==> src/hpsi_pkg.sv <==
/*
  Shared constants and types for the host port select and interrupt block.
  Assumes a single 40 MHz clock; all host pins are already synchronous to it.
*/
package hpsi_pkg;

  // Clock and hardware reset timing
  localparam int CLK_PERIOD_NS   = 25;
  localparam int HW_RST_HOLD_NS  = 10000;
  localparam int HW_RST_HOLD_CYC = (HW_RST_HOLD_NS + CLK_PERIOD_NS - 1) / CLK_PERIOD_NS;
  localparam int RST_CNT_W       = 9;
  localparam logic [RST_CNT_W-1:0] HW_RST_HOLD_CNT = RST_CNT_W'(HW_RST_HOLD_CYC);

  // Host bus protocol codes
  localparam logic [2:0] HT_ASYNC_STROBE = 3'h0;
  localparam logic [2:0] HT_ASYNC_DS     = 3'h1;
  localparam logic [2:0] HT_SYNC         = 3'h7;

  // Upper address decode codes
  localparam logic [2:0] UC_SELF     = 3'h0;
  localparam logic [2:0] UC_EXT1     = 3'h1;
  localparam logic [2:0] UC_EXT2     = 3'h2;
  localparam logic [2:0] UC_EXT3     = 3'h3;
  localparam logic [2:0] UC_EXT4     = 3'h4;
  localparam logic [2:0] UC_EXT5     = 3'h5;
  localparam logic [2:0] UC_RESERVED = 3'h6;
  localparam logic [2:0] UC_ALL      = 3'h7;
  localparam int         NUM_EXT_SEL = 5;

  // Register indices handled inside the port itself
  localparam logic [7:0] HP_IDX_GLOBAL = 8'he0;
  localparam logic [7:0] HP_IDX_ALARM  = 8'he1;
  localparam int         GLB_GIE_BIT   = 0;

  // Avalon-MM byte offsets
  localparam logic [3:0] AV_CTRL        = 4'h0;
  localparam logic [3:0] AV_IRQ_STATUS  = 4'h4;
  localparam logic [3:0] AV_IRQ_MASK    = 4'h8;
  localparam logic [3:0] AV_PORT_STATUS = 4'hc;

  // Event bits of the Avalon status and mask registers
  localparam int EV_ALARM  = 0;
  localparam int EV_RSVD   = 1;
  localparam int EV_ACCESS = 2;
  localparam int EV_W      = 3;

  // Reset values
  localparam logic [7:0]      ALARM_CHG_RST  = 8'h00;
  localparam logic [EV_W-1:0] IRQ_STATUS_RST = 3'h0;
  localparam logic [EV_W-1:0] IRQ_MASK_RST   = 3'h0;
  localparam logic            GIE_RST        = 1'b0;

  typedef struct packed {
    logic [7:0] idx;
    logic [7:0] wdata;
    logic       rd;
    logic       wr;
  } hpsi_reg_req_t;

  typedef struct packed {
    logic                   self_sel;
    logic                   reserved;
    logic [NUM_EXT_SEL-1:0] ext_sel;
  } hpsi_decode_t;

  typedef enum logic [0:0] {
    ST_IDLE,
    ST_HOLD
  } hpsi_state_t;

endpackage

==> src/hpsi_addr_decode.sv <==
/*
  Upper address decoder: turns the three top address bits into the
  self select, the five external selects and the reserved flag.
  Assumes the select input and address are synchronous to the clock.
*/
`timescale 1ns/100ps
module hpsi_addr_decode
  import hpsi_pkg::*;
(
  input  wire logic         sel_n,
  input  wire logic [2:0]   upper,
  output hpsi_decode_t      dec
);

  always_comb begin
    dec = '0;
    case (upper)
      UC_SELF:     dec.self_sel = 1'b1;
      UC_EXT1:     dec.ext_sel  = 5'h01;
      UC_EXT2:     dec.ext_sel  = 5'h02;
      UC_EXT3:     dec.ext_sel  = 5'h04;
      UC_EXT4:     dec.ext_sel  = 5'h08;
      UC_EXT5:     dec.ext_sel  = 5'h10;
      UC_ALL: begin
        dec.self_sel = 1'b1;
        dec.ext_sel  = 5'h1f;
      end
      UC_RESERVED: dec.reserved = 1'b1;
      default:     dec = '0;
    endcase
    // Nothing is selected while the port select is high
    if (sel_n) begin
      dec = '0;
    end
  end

endmodule

==> src/hpsi_host_port.sv <==
/*
  Host parallel port: select and upper address decode, register access
  forwarding, alarm interrupt with global enable, and an Avalon-MM slave
  for local control and status. All host pins are sampled on clk; the
  host bus clock is an ordinary input whose rising edge is detected.
*/
`timescale 1ns/100ps
module hpsi_host_port
  import hpsi_pkg::*;
(
  input  wire logic        clk,
  input  wire logic        rst_n,
  input  wire logic        host_reset_n,
  input  wire logic        sel_n,
  input  wire logic [10:0] addr,
  input  wire logic [7:0]  data_in,
  output logic      [7:0]  data_out,
  output logic             data_oe_n,
  input  wire logic        hp_wr_rw,
  input  wire logic        hp_rd_we,
  input  wire logic        addr_latch_xfer_start,
  input  wire logic        host_bus_clk,
  input  wire logic [2:0]  host_type_select,
  output logic             access_done_ack,
  output logic             host_irq_out,
  output logic             host_irq_oe_n,
  output logic             ext_select_out_1_n,
  output logic             ext_select_out_2_n,
  output logic             ext_select_out_3_n,
  output logic             ext_select_out_4_n,
  output logic             ext_select_out_5_n,
  input  wire logic [7:0]  alarm_in,
  output hpsi_reg_req_t    reg_req,
  input  wire logic [7:0]  reg_rdata,
  input  wire logic [3:0]  avs_address,
  input  wire logic        avs_read,
  input  wire logic        avs_write,
  input  wire logic [31:0] avs_writedata,
  output logic      [31:0] avs_readdata,
  output logic             avs_waitrequest,
  output logic             irq
);

  hpsi_decode_t               dec;
  hpsi_state_t                state;
  hpsi_state_t                next_state;
  logic                       respond;
  logic                       next_respond;
  logic                       is_read;
  logic                       next_is_read;
  logic [7:0]                 next_data_out;
  logic                       hclk_prev;
  logic                       hclk_rise;
  logic                       strobe_rd;
  logic                       strobe_wr;
  logic                       strobe_end;
  logic                       host_rd_alarm;
  logic                       host_wr_global;
  logic                       rsvd_evt;
  logic                       access_evt;
  logic [7:0]                 alarm_prev;
  logic [7:0]                 next_alarm_prev;
  logic [7:0]                 alarm_chg;
  logic [7:0]                 next_alarm_chg;
  logic [7:0]                 alarm_change;
  logic                       global_irq_enable;
  logic                       next_gie;
  logic [EV_W-1:0]            irq_status;
  logic [EV_W-1:0]            next_irq_status;
  logic [EV_W-1:0]            irq_mask;
  logic [EV_W-1:0]            next_irq_mask;
  logic                       av_done;
  logic                       next_av_done;
  logic [31:0]                next_avs_readdata;
  logic                       av_req;
  logic                       av_mapped;
  logic                       av_wr_ctrl;
  logic                       av_wr_mask;
  logic                       av_rd_status;
  logic [RST_CNT_W-1:0]       rst_cnt;
  logic [RST_CNT_W-1:0]       next_rst_cnt;
  logic                       hw_clear;

  hpsi_addr_decode u_decode (
    .sel_n (sel_n),
    .upper (addr[10:8]),
    .dec   (dec)
  );

  // External selects follow the decode combinationally while selected
  assign ext_select_out_1_n = ~dec.ext_sel[0];
  assign ext_select_out_2_n = ~dec.ext_sel[1];
  assign ext_select_out_3_n = ~dec.ext_sel[2];
  assign ext_select_out_4_n = ~dec.ext_sel[3];
  assign ext_select_out_5_n = ~dec.ext_sel[4];

  // Hardware reset pin: only a low level held past the hold time clears state
  always_comb begin
    if (host_reset_n) begin
      next_rst_cnt = '0;
    end else if (rst_cnt == HW_RST_HOLD_CNT) begin
      next_rst_cnt = rst_cnt;
    end else begin
      next_rst_cnt = rst_cnt + RST_CNT_W'(1);
    end
    hw_clear = ~host_reset_n && (rst_cnt == HW_RST_HOLD_CNT);
  end

  always_ff @(posedge clk) begin
    if (!rst_n) begin
      rst_cnt <= '0;
    end else begin
      rst_cnt <= next_rst_cnt;
    end
  end

  // Protocol selection and strobe qualification
  assign hclk_rise = host_bus_clk & ~hclk_prev;

  always_comb begin
    strobe_rd  = 1'b0;
    strobe_wr  = 1'b0;
    strobe_end = 1'b1;
    case (host_type_select)
      HT_ASYNC_STROBE: begin
        strobe_rd  = ~hp_rd_we;
        strobe_wr  = ~hp_wr_rw;
        strobe_end = hp_rd_we & hp_wr_rw;
      end
      HT_ASYNC_DS: begin
        strobe_rd  = ~hp_rd_we & hp_wr_rw;
        strobe_wr  = ~hp_rd_we & ~hp_wr_rw;
        strobe_end = hp_rd_we;
      end
      HT_SYNC: begin
        // Transfer start is sampled on a host clock edge; the access
        // then lasts until the following host clock edge.
        strobe_rd  = hclk_rise & addr_latch_xfer_start & hp_wr_rw;
        strobe_wr  = hclk_rise & addr_latch_xfer_start & ~hp_wr_rw;
        strobe_end = hclk_rise;
      end
      default: begin
        // Undefined host types leave the port dead rather than guessing
        strobe_rd  = 1'b0;
        strobe_wr  = 1'b0;
        strobe_end = 1'b1;
      end
    endcase
  end

  // Host access state machine
  always_comb begin
    next_state     = state;
    next_respond   = respond;
    next_is_read   = is_read;
    next_data_out  = data_out;
    reg_req        = '0;
    host_rd_alarm  = 1'b0;
    host_wr_global = 1'b0;
    rsvd_evt       = 1'b0;
    access_evt     = 1'b0;
    case (state)
      ST_IDLE: begin
        if (!sel_n && !hw_clear && (strobe_rd || strobe_wr)) begin
          next_state   = ST_HOLD;
          next_is_read = strobe_rd;
          next_respond = dec.self_sel;
          rsvd_evt     = dec.reserved;
          if (dec.self_sel) begin
            access_evt = 1'b1;
            case (addr[7:0])
              HP_IDX_GLOBAL: begin
                host_wr_global = strobe_wr;
                next_data_out  = {7'h00, global_irq_enable};
              end
              HP_IDX_ALARM: begin
                host_rd_alarm  = strobe_rd;
                next_data_out  = alarm_chg;
              end
              default: begin
                reg_req.idx   = addr[7:0];
                reg_req.wdata = data_in;
                reg_req.rd    = strobe_rd;
                reg_req.wr    = strobe_wr;
                next_data_out = reg_rdata;
              end
            endcase
          end
        end
      end
      ST_HOLD: begin
        if (sel_n || strobe_end) begin
          next_state   = ST_IDLE;
          next_respond = 1'b0;
        end
      end
      default: begin
        next_state   = ST_IDLE;
        next_respond = 1'b0;
      end
    endcase
  end

  always_ff @(posedge clk) begin
    if (!rst_n) begin
      state     <= ST_IDLE;
      respond   <= 1'b0;
      is_read   <= 1'b0;
      data_out  <= 8'h00;
      hclk_prev <= 1'b0;
    end else begin
      state     <= next_state;
      respond   <= next_respond;
      is_read   <= next_is_read;
      data_out  <= next_data_out;
      hclk_prev <= host_bus_clk;
    end
  end

  // Acknowledge and data drive only for accesses this device answers
  assign access_done_ack = (state == ST_HOLD) && respond && !sel_n;
  assign data_oe_n       = ~((state == ST_HOLD) && respond && is_read && !sel_n);

  // Alarm change capture and global enable
  always_comb begin
    alarm_change    = alarm_in ^ alarm_prev;
    next_alarm_prev = alarm_in;
    // Clear only what the host was shown, so a change in the same cycle survives
    next_alarm_chg  = (alarm_chg & ~(host_rd_alarm ? alarm_chg : 8'h00)) | alarm_change;
    next_gie        = global_irq_enable;
    if (host_wr_global) begin
      next_gie = data_in[GLB_GIE_BIT];
    end else if (av_wr_ctrl) begin
      next_gie = avs_writedata[GLB_GIE_BIT];
    end
    if (hw_clear) begin
      next_alarm_chg = ALARM_CHG_RST;
      next_gie       = GIE_RST;
    end
  end

  always_ff @(posedge clk) begin
    if (!rst_n) begin
      alarm_prev <= 8'h00;
      alarm_chg  <= ALARM_CHG_RST;
      global_irq_enable        <= GIE_RST;
    end else begin
      alarm_prev <= next_alarm_prev;
      alarm_chg  <= next_alarm_chg;
      global_irq_enable        <= next_gie;
    end
  end

  // Open-drain interrupt pin: pull low while an enabled change is pending
  assign host_irq_out  = 1'b0;
  assign host_irq_oe_n = ~(global_irq_enable && (alarm_chg != 8'h00));

  // Avalon-MM slave: one wait cycle, then the access completes
  assign av_req          = avs_read | avs_write;
  assign avs_waitrequest = av_req & ~av_done;
  assign av_mapped       = (avs_address[1:0] == 2'b00);
  assign av_wr_ctrl      = avs_write && av_done && (avs_address == AV_CTRL);
  assign av_wr_mask      = avs_write && av_done && (avs_address == AV_IRQ_MASK);
  assign av_rd_status    = avs_read && av_done && (avs_address == AV_IRQ_STATUS);

  always_comb begin
    next_av_done      = av_req & ~av_done;
    next_avs_readdata = avs_readdata;
    if (avs_read && !av_done) begin
      next_avs_readdata = 32'h0000_0000;
      if (av_mapped) begin
        case (avs_address)
          AV_CTRL:        next_avs_readdata = {31'h0, global_irq_enable};
          AV_IRQ_STATUS:  next_avs_readdata = {29'h0, irq_status};
          AV_IRQ_MASK:    next_avs_readdata = {29'h0, irq_mask};
          AV_PORT_STATUS: next_avs_readdata = {22'h0, respond, hw_clear,
                                               ~host_irq_oe_n, host_type_select,
                                               addr[10:8], 1'b0};
          default:        next_avs_readdata = 32'h0000_0000;
        endcase
      end
    end
    next_irq_mask = av_wr_mask ? avs_writedata[EV_W-1:0] : irq_mask;
    // Read clears reported bits; an event in the same cycle still sets
    next_irq_status = irq_status & ~(av_rd_status ? avs_readdata[EV_W-1:0] : IRQ_STATUS_RST);
    next_irq_status[EV_ALARM]  = next_irq_status[EV_ALARM] | (alarm_change != 8'h00);
    next_irq_status[EV_RSVD]   = next_irq_status[EV_RSVD] | rsvd_evt;
    next_irq_status[EV_ACCESS] = next_irq_status[EV_ACCESS] | access_evt;
  end

  always_ff @(posedge clk) begin
    if (!rst_n) begin
      av_done      <= 1'b0;
      avs_readdata <= 32'h0000_0000;
      irq_status   <= IRQ_STATUS_RST;
      irq_mask     <= IRQ_MASK_RST;
    end else begin
      av_done      <= next_av_done;
      avs_readdata <= next_avs_readdata;
      irq_status   <= next_irq_status;
      irq_mask     <= next_irq_mask;
    end
  end

  assign irq = |(irq_status & irq_mask);

endmodule

==> config.mk <==
export PLATFORM = sky130hd
export DESIGN_NAME = hpsi_host_port
export DESIGN_NICKNAME = d
export VERILOG_FILES = /design/src/hpsi_pkg.sv /design/src/hpsi_addr_decode.sv /design/src/hpsi_host_port.sv
export SDC_FILE = /design/constraint.sdc
export NUM_CORES = 1
export LEC_CHECK = 0
export ABC_CLOCK_PERIOD_IN_PS = 3100
export BUFFER_PORTS_ARGS = -buffer_cell sky130_fd_sc_hd__buf_2
export CAP_MARGIN = 25
export CORE_UTILIZATION = 46
export CTS_CLUSTER_DIAMETER = 40
export DETAILED_ROUTE_END_ITERATION = 8
export GPL_ROUTABILITY_DRIVEN = 1
export PLACE_DENSITY = 0.77
export SYNTH_ARGS = -nofsm -noshare
export SYNTH_HDL_FRONTEND = slang
export SYNTH_SLANG_ARGS = --single-unit
==> constraint.sdc <==
create_clock -name clk -period 3.1 [get_ports clk]
set_clock_uncertainty 0.1 [all_clocks]
set_input_delay 0.62 -clock clk [delete_from_list [all_inputs] [get_ports clk]]
set_output_delay 0.62 -clock clk [all_outputs]
set_load 0.005 [all_outputs]
=== Yosys cells after proc, flatten, opt, wreduce, memory -nomap -nowiden ===
Cells that the tools add are included.

* Bits in registers: 77
* Input port bits: 84
* Output and inout port bits: 69
* Word-level logic and storage cells: 135

* Add/subtract/negate cells: 1
* Equality and inequality tests: 17
* Multiplexer cells: 37
* Bitwise operators: 33
* Reduce and logical (&&, ||, !) cells: 34

{| class="wikitable"
|+ Operators with widths
! operator !! number
|-
| $mux W18 || 4
|-
| $pmux W10 S4 || 1
|-
| $pmux W5 S6 || 1
|-
| $mux W1 || 21
|-
| $eq A8 B8 Y1 const B || 2
|-
| $pmux W8 S2 || 1
|-
| $reduce_bool A8 Y1 || 2
|-
| $eq A3 B3 Y1 const B || 5
|-
| $logic_and A1 B1 Y1 || 14
|-
| $not A1 Y1 || 14
|-
| $mux W10 || 1
|-
| $add A9 B1 Y9 const B || 1
|-
| $eq A9 B9 Y1 const B || 1
|-
| $pmux W1 S3 || 3
|-
| $and A1 B1 Y1 || 8
|-
| $and A8 B8 Y8 || 1
|-
| $eq A4 B4 Y1 const B || 2
|-
| $mux W8 || 1
|-
| $not A8 Y8 || 1
|-
| $or A8 B8 Y8 || 1
|-
| $reduce_or A2 Y1 || 4
|-
| $xor A8 B8 Y8 || 1
|-
| $mux W7 || 1
|-
| $and A3 B3 Y3 || 2
|-
| 18 further kinds || 29
|}

=== Logic depth before layout (Yosys ltp) ===
* Depth in word-level cells: 13
* Gate-level depth with buffers: 8
* Mapped depth without buffers: 6

=== Hierarchy ===
A second synthesis with hierarchy kept.

* Cell total of the unflattened synthesis: 334
* Area total of the unflattened synthesis: 2,897.8 µm²

{| class="wikitable"
|+ By module, submodules not included
! module !! instances !! cells each !! area an instance (µm²) !! seq. area each (µm²)
|-
| hpsi_host_port || 1 || 321 || 2,798.9 || 1,101.1
|-
| hpsi_addr_decode || 1 || 13 || 98.8 || 0.0
|}

=== Worst setup path before layout ===
OpenSTA, ideal clock, no wires.

* Kind: input-to-output
* Start point: input port addr[10]
* End point: output port reg_req[10] (netlist bit)
* Data arrival time: 1,846 ps
* Required time: 2,380 ps
* Path slack: 534 ps
* Cell stages on the path: 7
* Path buffers: 3
* Cells stage by stage: clkbuf_1 > and3_1 > or2_1 > and3_1 > clkbuf_1 > clkbuf_1 > and3_1

{| class="wikitable"
|+ RTL lines
! element !! line !! RTL
|-
| from (decl) || hpsi_host_port.sv:15 || <nowiki>input wire logic [10:0] addr,</nowiki>
|-
| to (decl) || hpsi_host_port.sv:33 || <nowiki>output hpsi_reg_req_t reg_req,</nowiki>
|}

==> impl_metrics.toml <==
[finish]
post-route-util = 0.5703
nNetsFinal = 543
drive_above_1_share = 0.2664
n_antenna_cell = 0
fin_cells = 535
areaGrowthSynthToFinish_pct = 18.86
final_design_area_no_fill_um2 = 3642

[drt]
drcViolationCount = 0
viasPerCell = 5.331
wire_per_inst_um = 13.37
routed_wl_um = 7154
drtIter0Drc = 97
dr.pass1.iters = 4
num_vias = 2852
ant_nets = 0

[min_path]
min_path_type = "register to register"

[global_route]
grt_util_all_layers = 0.2048
grt_pass1_vias = 2582
grt_max_degree = 36
grt_pass1_wl_um = 11680
overflow = 0
antenna_found_initial = 0

[timing]
hold_violations = 0
fin_crit_ns = 2.903
setup-tns-final_ns = 0
max-slew-margin-rel = 0.4633
rsz0062_at_grt = "false"
max_freq_mhz = 344.4
final-setup-viol-count = 0
fin_crit_sh = 0.9366
slew_viol_final = 0
worstMarginPinSlew_ns = 0.8013

[power]
p_comb_frac = 0.141
seq_power_share = 0.559
vdd_drop_max_v = 0.0002435
leakagePower_nw = 1.677
p_total_w = 0.001346
power.internal_w = 0.0009797
powerDensity_nw_per_um2 = 369.5
p_clk_frac = 0.301
p_switching_w = 0.0003661
p_sw_frac = 0.2720

[cts]
cts_resized = 0
post-cts-setup-buffers = 0
clkSinkCount = 55
cts_buffer_depth = 2
clk_latency_ns = 0.31
clk_pin_slew_ns = 0.11
cts_htree_levels = 2
cts_root_buffer = "clkbuf_8"
cts_made_buffers = 5
hold_buffers = 0
cts_tree = "yes"

[setup_path]
worstPathCellList = "inv_1, ha_1, nand4bb_1, o31a_1, and3_1, buf_4, and3_1, buf_2"
cp_top_family = "simple AND/OR/NAND/NOR gates"
end_kind = "output pin"
cp_slowest_cell = "dfxtp_1"
required_ns = 2.38
cp_common_cell = "and3_1"
crit_buf_inv = 3
slowest_delay_ns = 0.37
worstPathArrival_ns = 2.18
startpoint_type = "register"
crit_fanout = 11
worstSetupPathType = "register to output pin"

[logic_synthesis]
synth_edf_count = 0
ys.flop_type = "dfxtp_1"
ys_async_sr_fraction = 0
synth_common_cells = "55 x dfxtp_1, 38 x nand2_1, 26 x nor2_1, 23 x buf_4, 18 x and3_1"
syn_area_um2 = 3064
ys.warnings.count = 0
ys_ff_latch = 55
synth.top_cell.area_share = 0.3593
synth_cells = 363
synthDistinctLibCells = 59
yosys-top-cells-area = "dfxtp_1 36%, buf_4 5.6%, nand2_1 4.7%"
ys_seq_area_frac = 0.3593
yosysMostFrequentCell = "dfxtp_1"
avgSynthCellArea_um2 = 8.441
synth_top_area_cell = "dfxtp_1"

[place]
io_buffers = 100
placed_cell_area_um2 = 3548
dp_cells = 527
gp_congestion = 0.8508
hpwl_um = 5634

[floorplan]
num_rows = 29
dieArea_um2 = 6991
core_area_um2 = 6386
die-height_um = 83.62
die_x_um = 83.62
ios = 153
start_util = 0.4798

[status]
status = "complete, no violations"

[run]
drv_cap = 0
-- kinds of logic (layout without fill, tap and decap cells) --
| group | after synthesis | after routing | share of synthesized area |
|---|---|---|---|
| multiplexers | 16 | 16 | 0.05308 |
| flip-flops | 55 | 55 | 0.3593 |
| other | 1 | 23 | 0.001224 |
| adder cells (fa/ha/maj) | 2 | 2 | 0.008165 |
| AO/OA/AOI/OAI | 64 | 64 | 0.1527 |
| buffers and inverters | 49 | 122 | 0.08942 |
| XOR/XNOR | 17 | 17 | 0.04859 |
| AND/OR/NAND/NOR | 159 | 159 | 0.2875 |
-- state kept, by name (all words and copies together), names as in the netlist --
signal and flops:
respond 1, irq_status 3, global_irq_enable 1, data_out 8, avs_readdata 10, is_read 1
hclk_prev 1, av_done 1, rst_cnt 9, state 1, alarm_prev 8, alarm_chg 8
irq_mask 3
-- worst paths after layout --
path / from / end / slack, ns / depth (start not counted)
min: data_out[1] / data_out[1] / 0.37 / 2
max reg2reg: rst_cnt[0] / global_irq_enable / 1.03 / 6
max: rst_cnt[0] / reg_req[5] / 0.20 / 8
min reg2reg: data_out[1] / data_out[1] / 0.37 / 2
-- metal layers --
metal,up-vias,GRT usage,part of all wire
li1,1420,-,-
met1,1305,0.2529,0.42
met2,114,0.3562,0.49
met3,13,0.02967,0.060
met4,0,0.08320,0.021
met5,-,0,0
-- worst register-to-register path, delay by kind of cell (launching register included) --
family,cells,cell delay (ns)
mux,1,0.16
compound gates,2,0.89
fa+ha+maj,1,0.21
buf+inv,1,0.08
simple gates,1,0.15
flops,1,0.43
-- area by class of cell --
type,count,area [µm²]
fillers,593,2744
repair buffers,107,553.0
clock buffers,5,68.82
inverters,7,26.28
well taps,77,96.34
clock inverters,3,25.02
flip-flops and latches,55,1101
multi-input cells,281,1772
-- power groups by stage --
| stage | Clock, W | Sequential (W) | Combinational [W] |
|---|---|---|---|
| final | 0.000405 | 0.000752 | 0.000189 |
| after global routing | 0.000452 | 0.000755 | 0.000211 |
| after CTS | 0.000422 | 0.000752 | 0.000189 |
| after detailed placement | 0 | 0.000768 | 0.000188 |
| after global placement | 0 | 0.000767 | 0.000184 |
| after floorplan | 0 | 0.000763 | 0.000136 |
-- cell usage in the layout (no fill, tap or decap), types with 2 or more instances in the layout --
master and n:
and2_1 17, nand3b_1 5, a21boi_0 8, nand4bb_1 3
buf_4 7, nand2_1 38, clkbuf_8 5, nor4_1 2
xor2_1 3, nand2b_1 3, o21ai_1 3, nor2_1 26
ha_1 2, a21oi_1 3, mux2_2 2, conb_1 23
and3b_1 3, inv_1 6, o2bb2ai_1 2, buf_2 100
or3_1 2, clkinv_4 2, xnor2_1 14, nor3b_1 2
nor4bb_1 2, nor3_1 13, o31ai_1 2, and3_1 18
a22oi_1 8, o21a_1 3, mux2i_1 14, o211ai_1 2
nand3_1 8, nor2b_1 6, o21ai_0 11, o31a_1 3
nand4_1 3, dfxtp_1 55, o22ai_1 8
-- metrics by stage --
stage | hold WS (ns) | setup slack [ns]
2_1_floorplan | 0.3480 | 0.5342
6_report | 0.3722 | 0.1967
5_1_grt | 0.3895 | 0.05154
4_1_cts | 0.3752 | 0.1648
3_3_place_gp | 0.3479 | 0.4101
3_5_place_dp | 0.3568 | 0.4077
(Power assumes the default switching activity.)
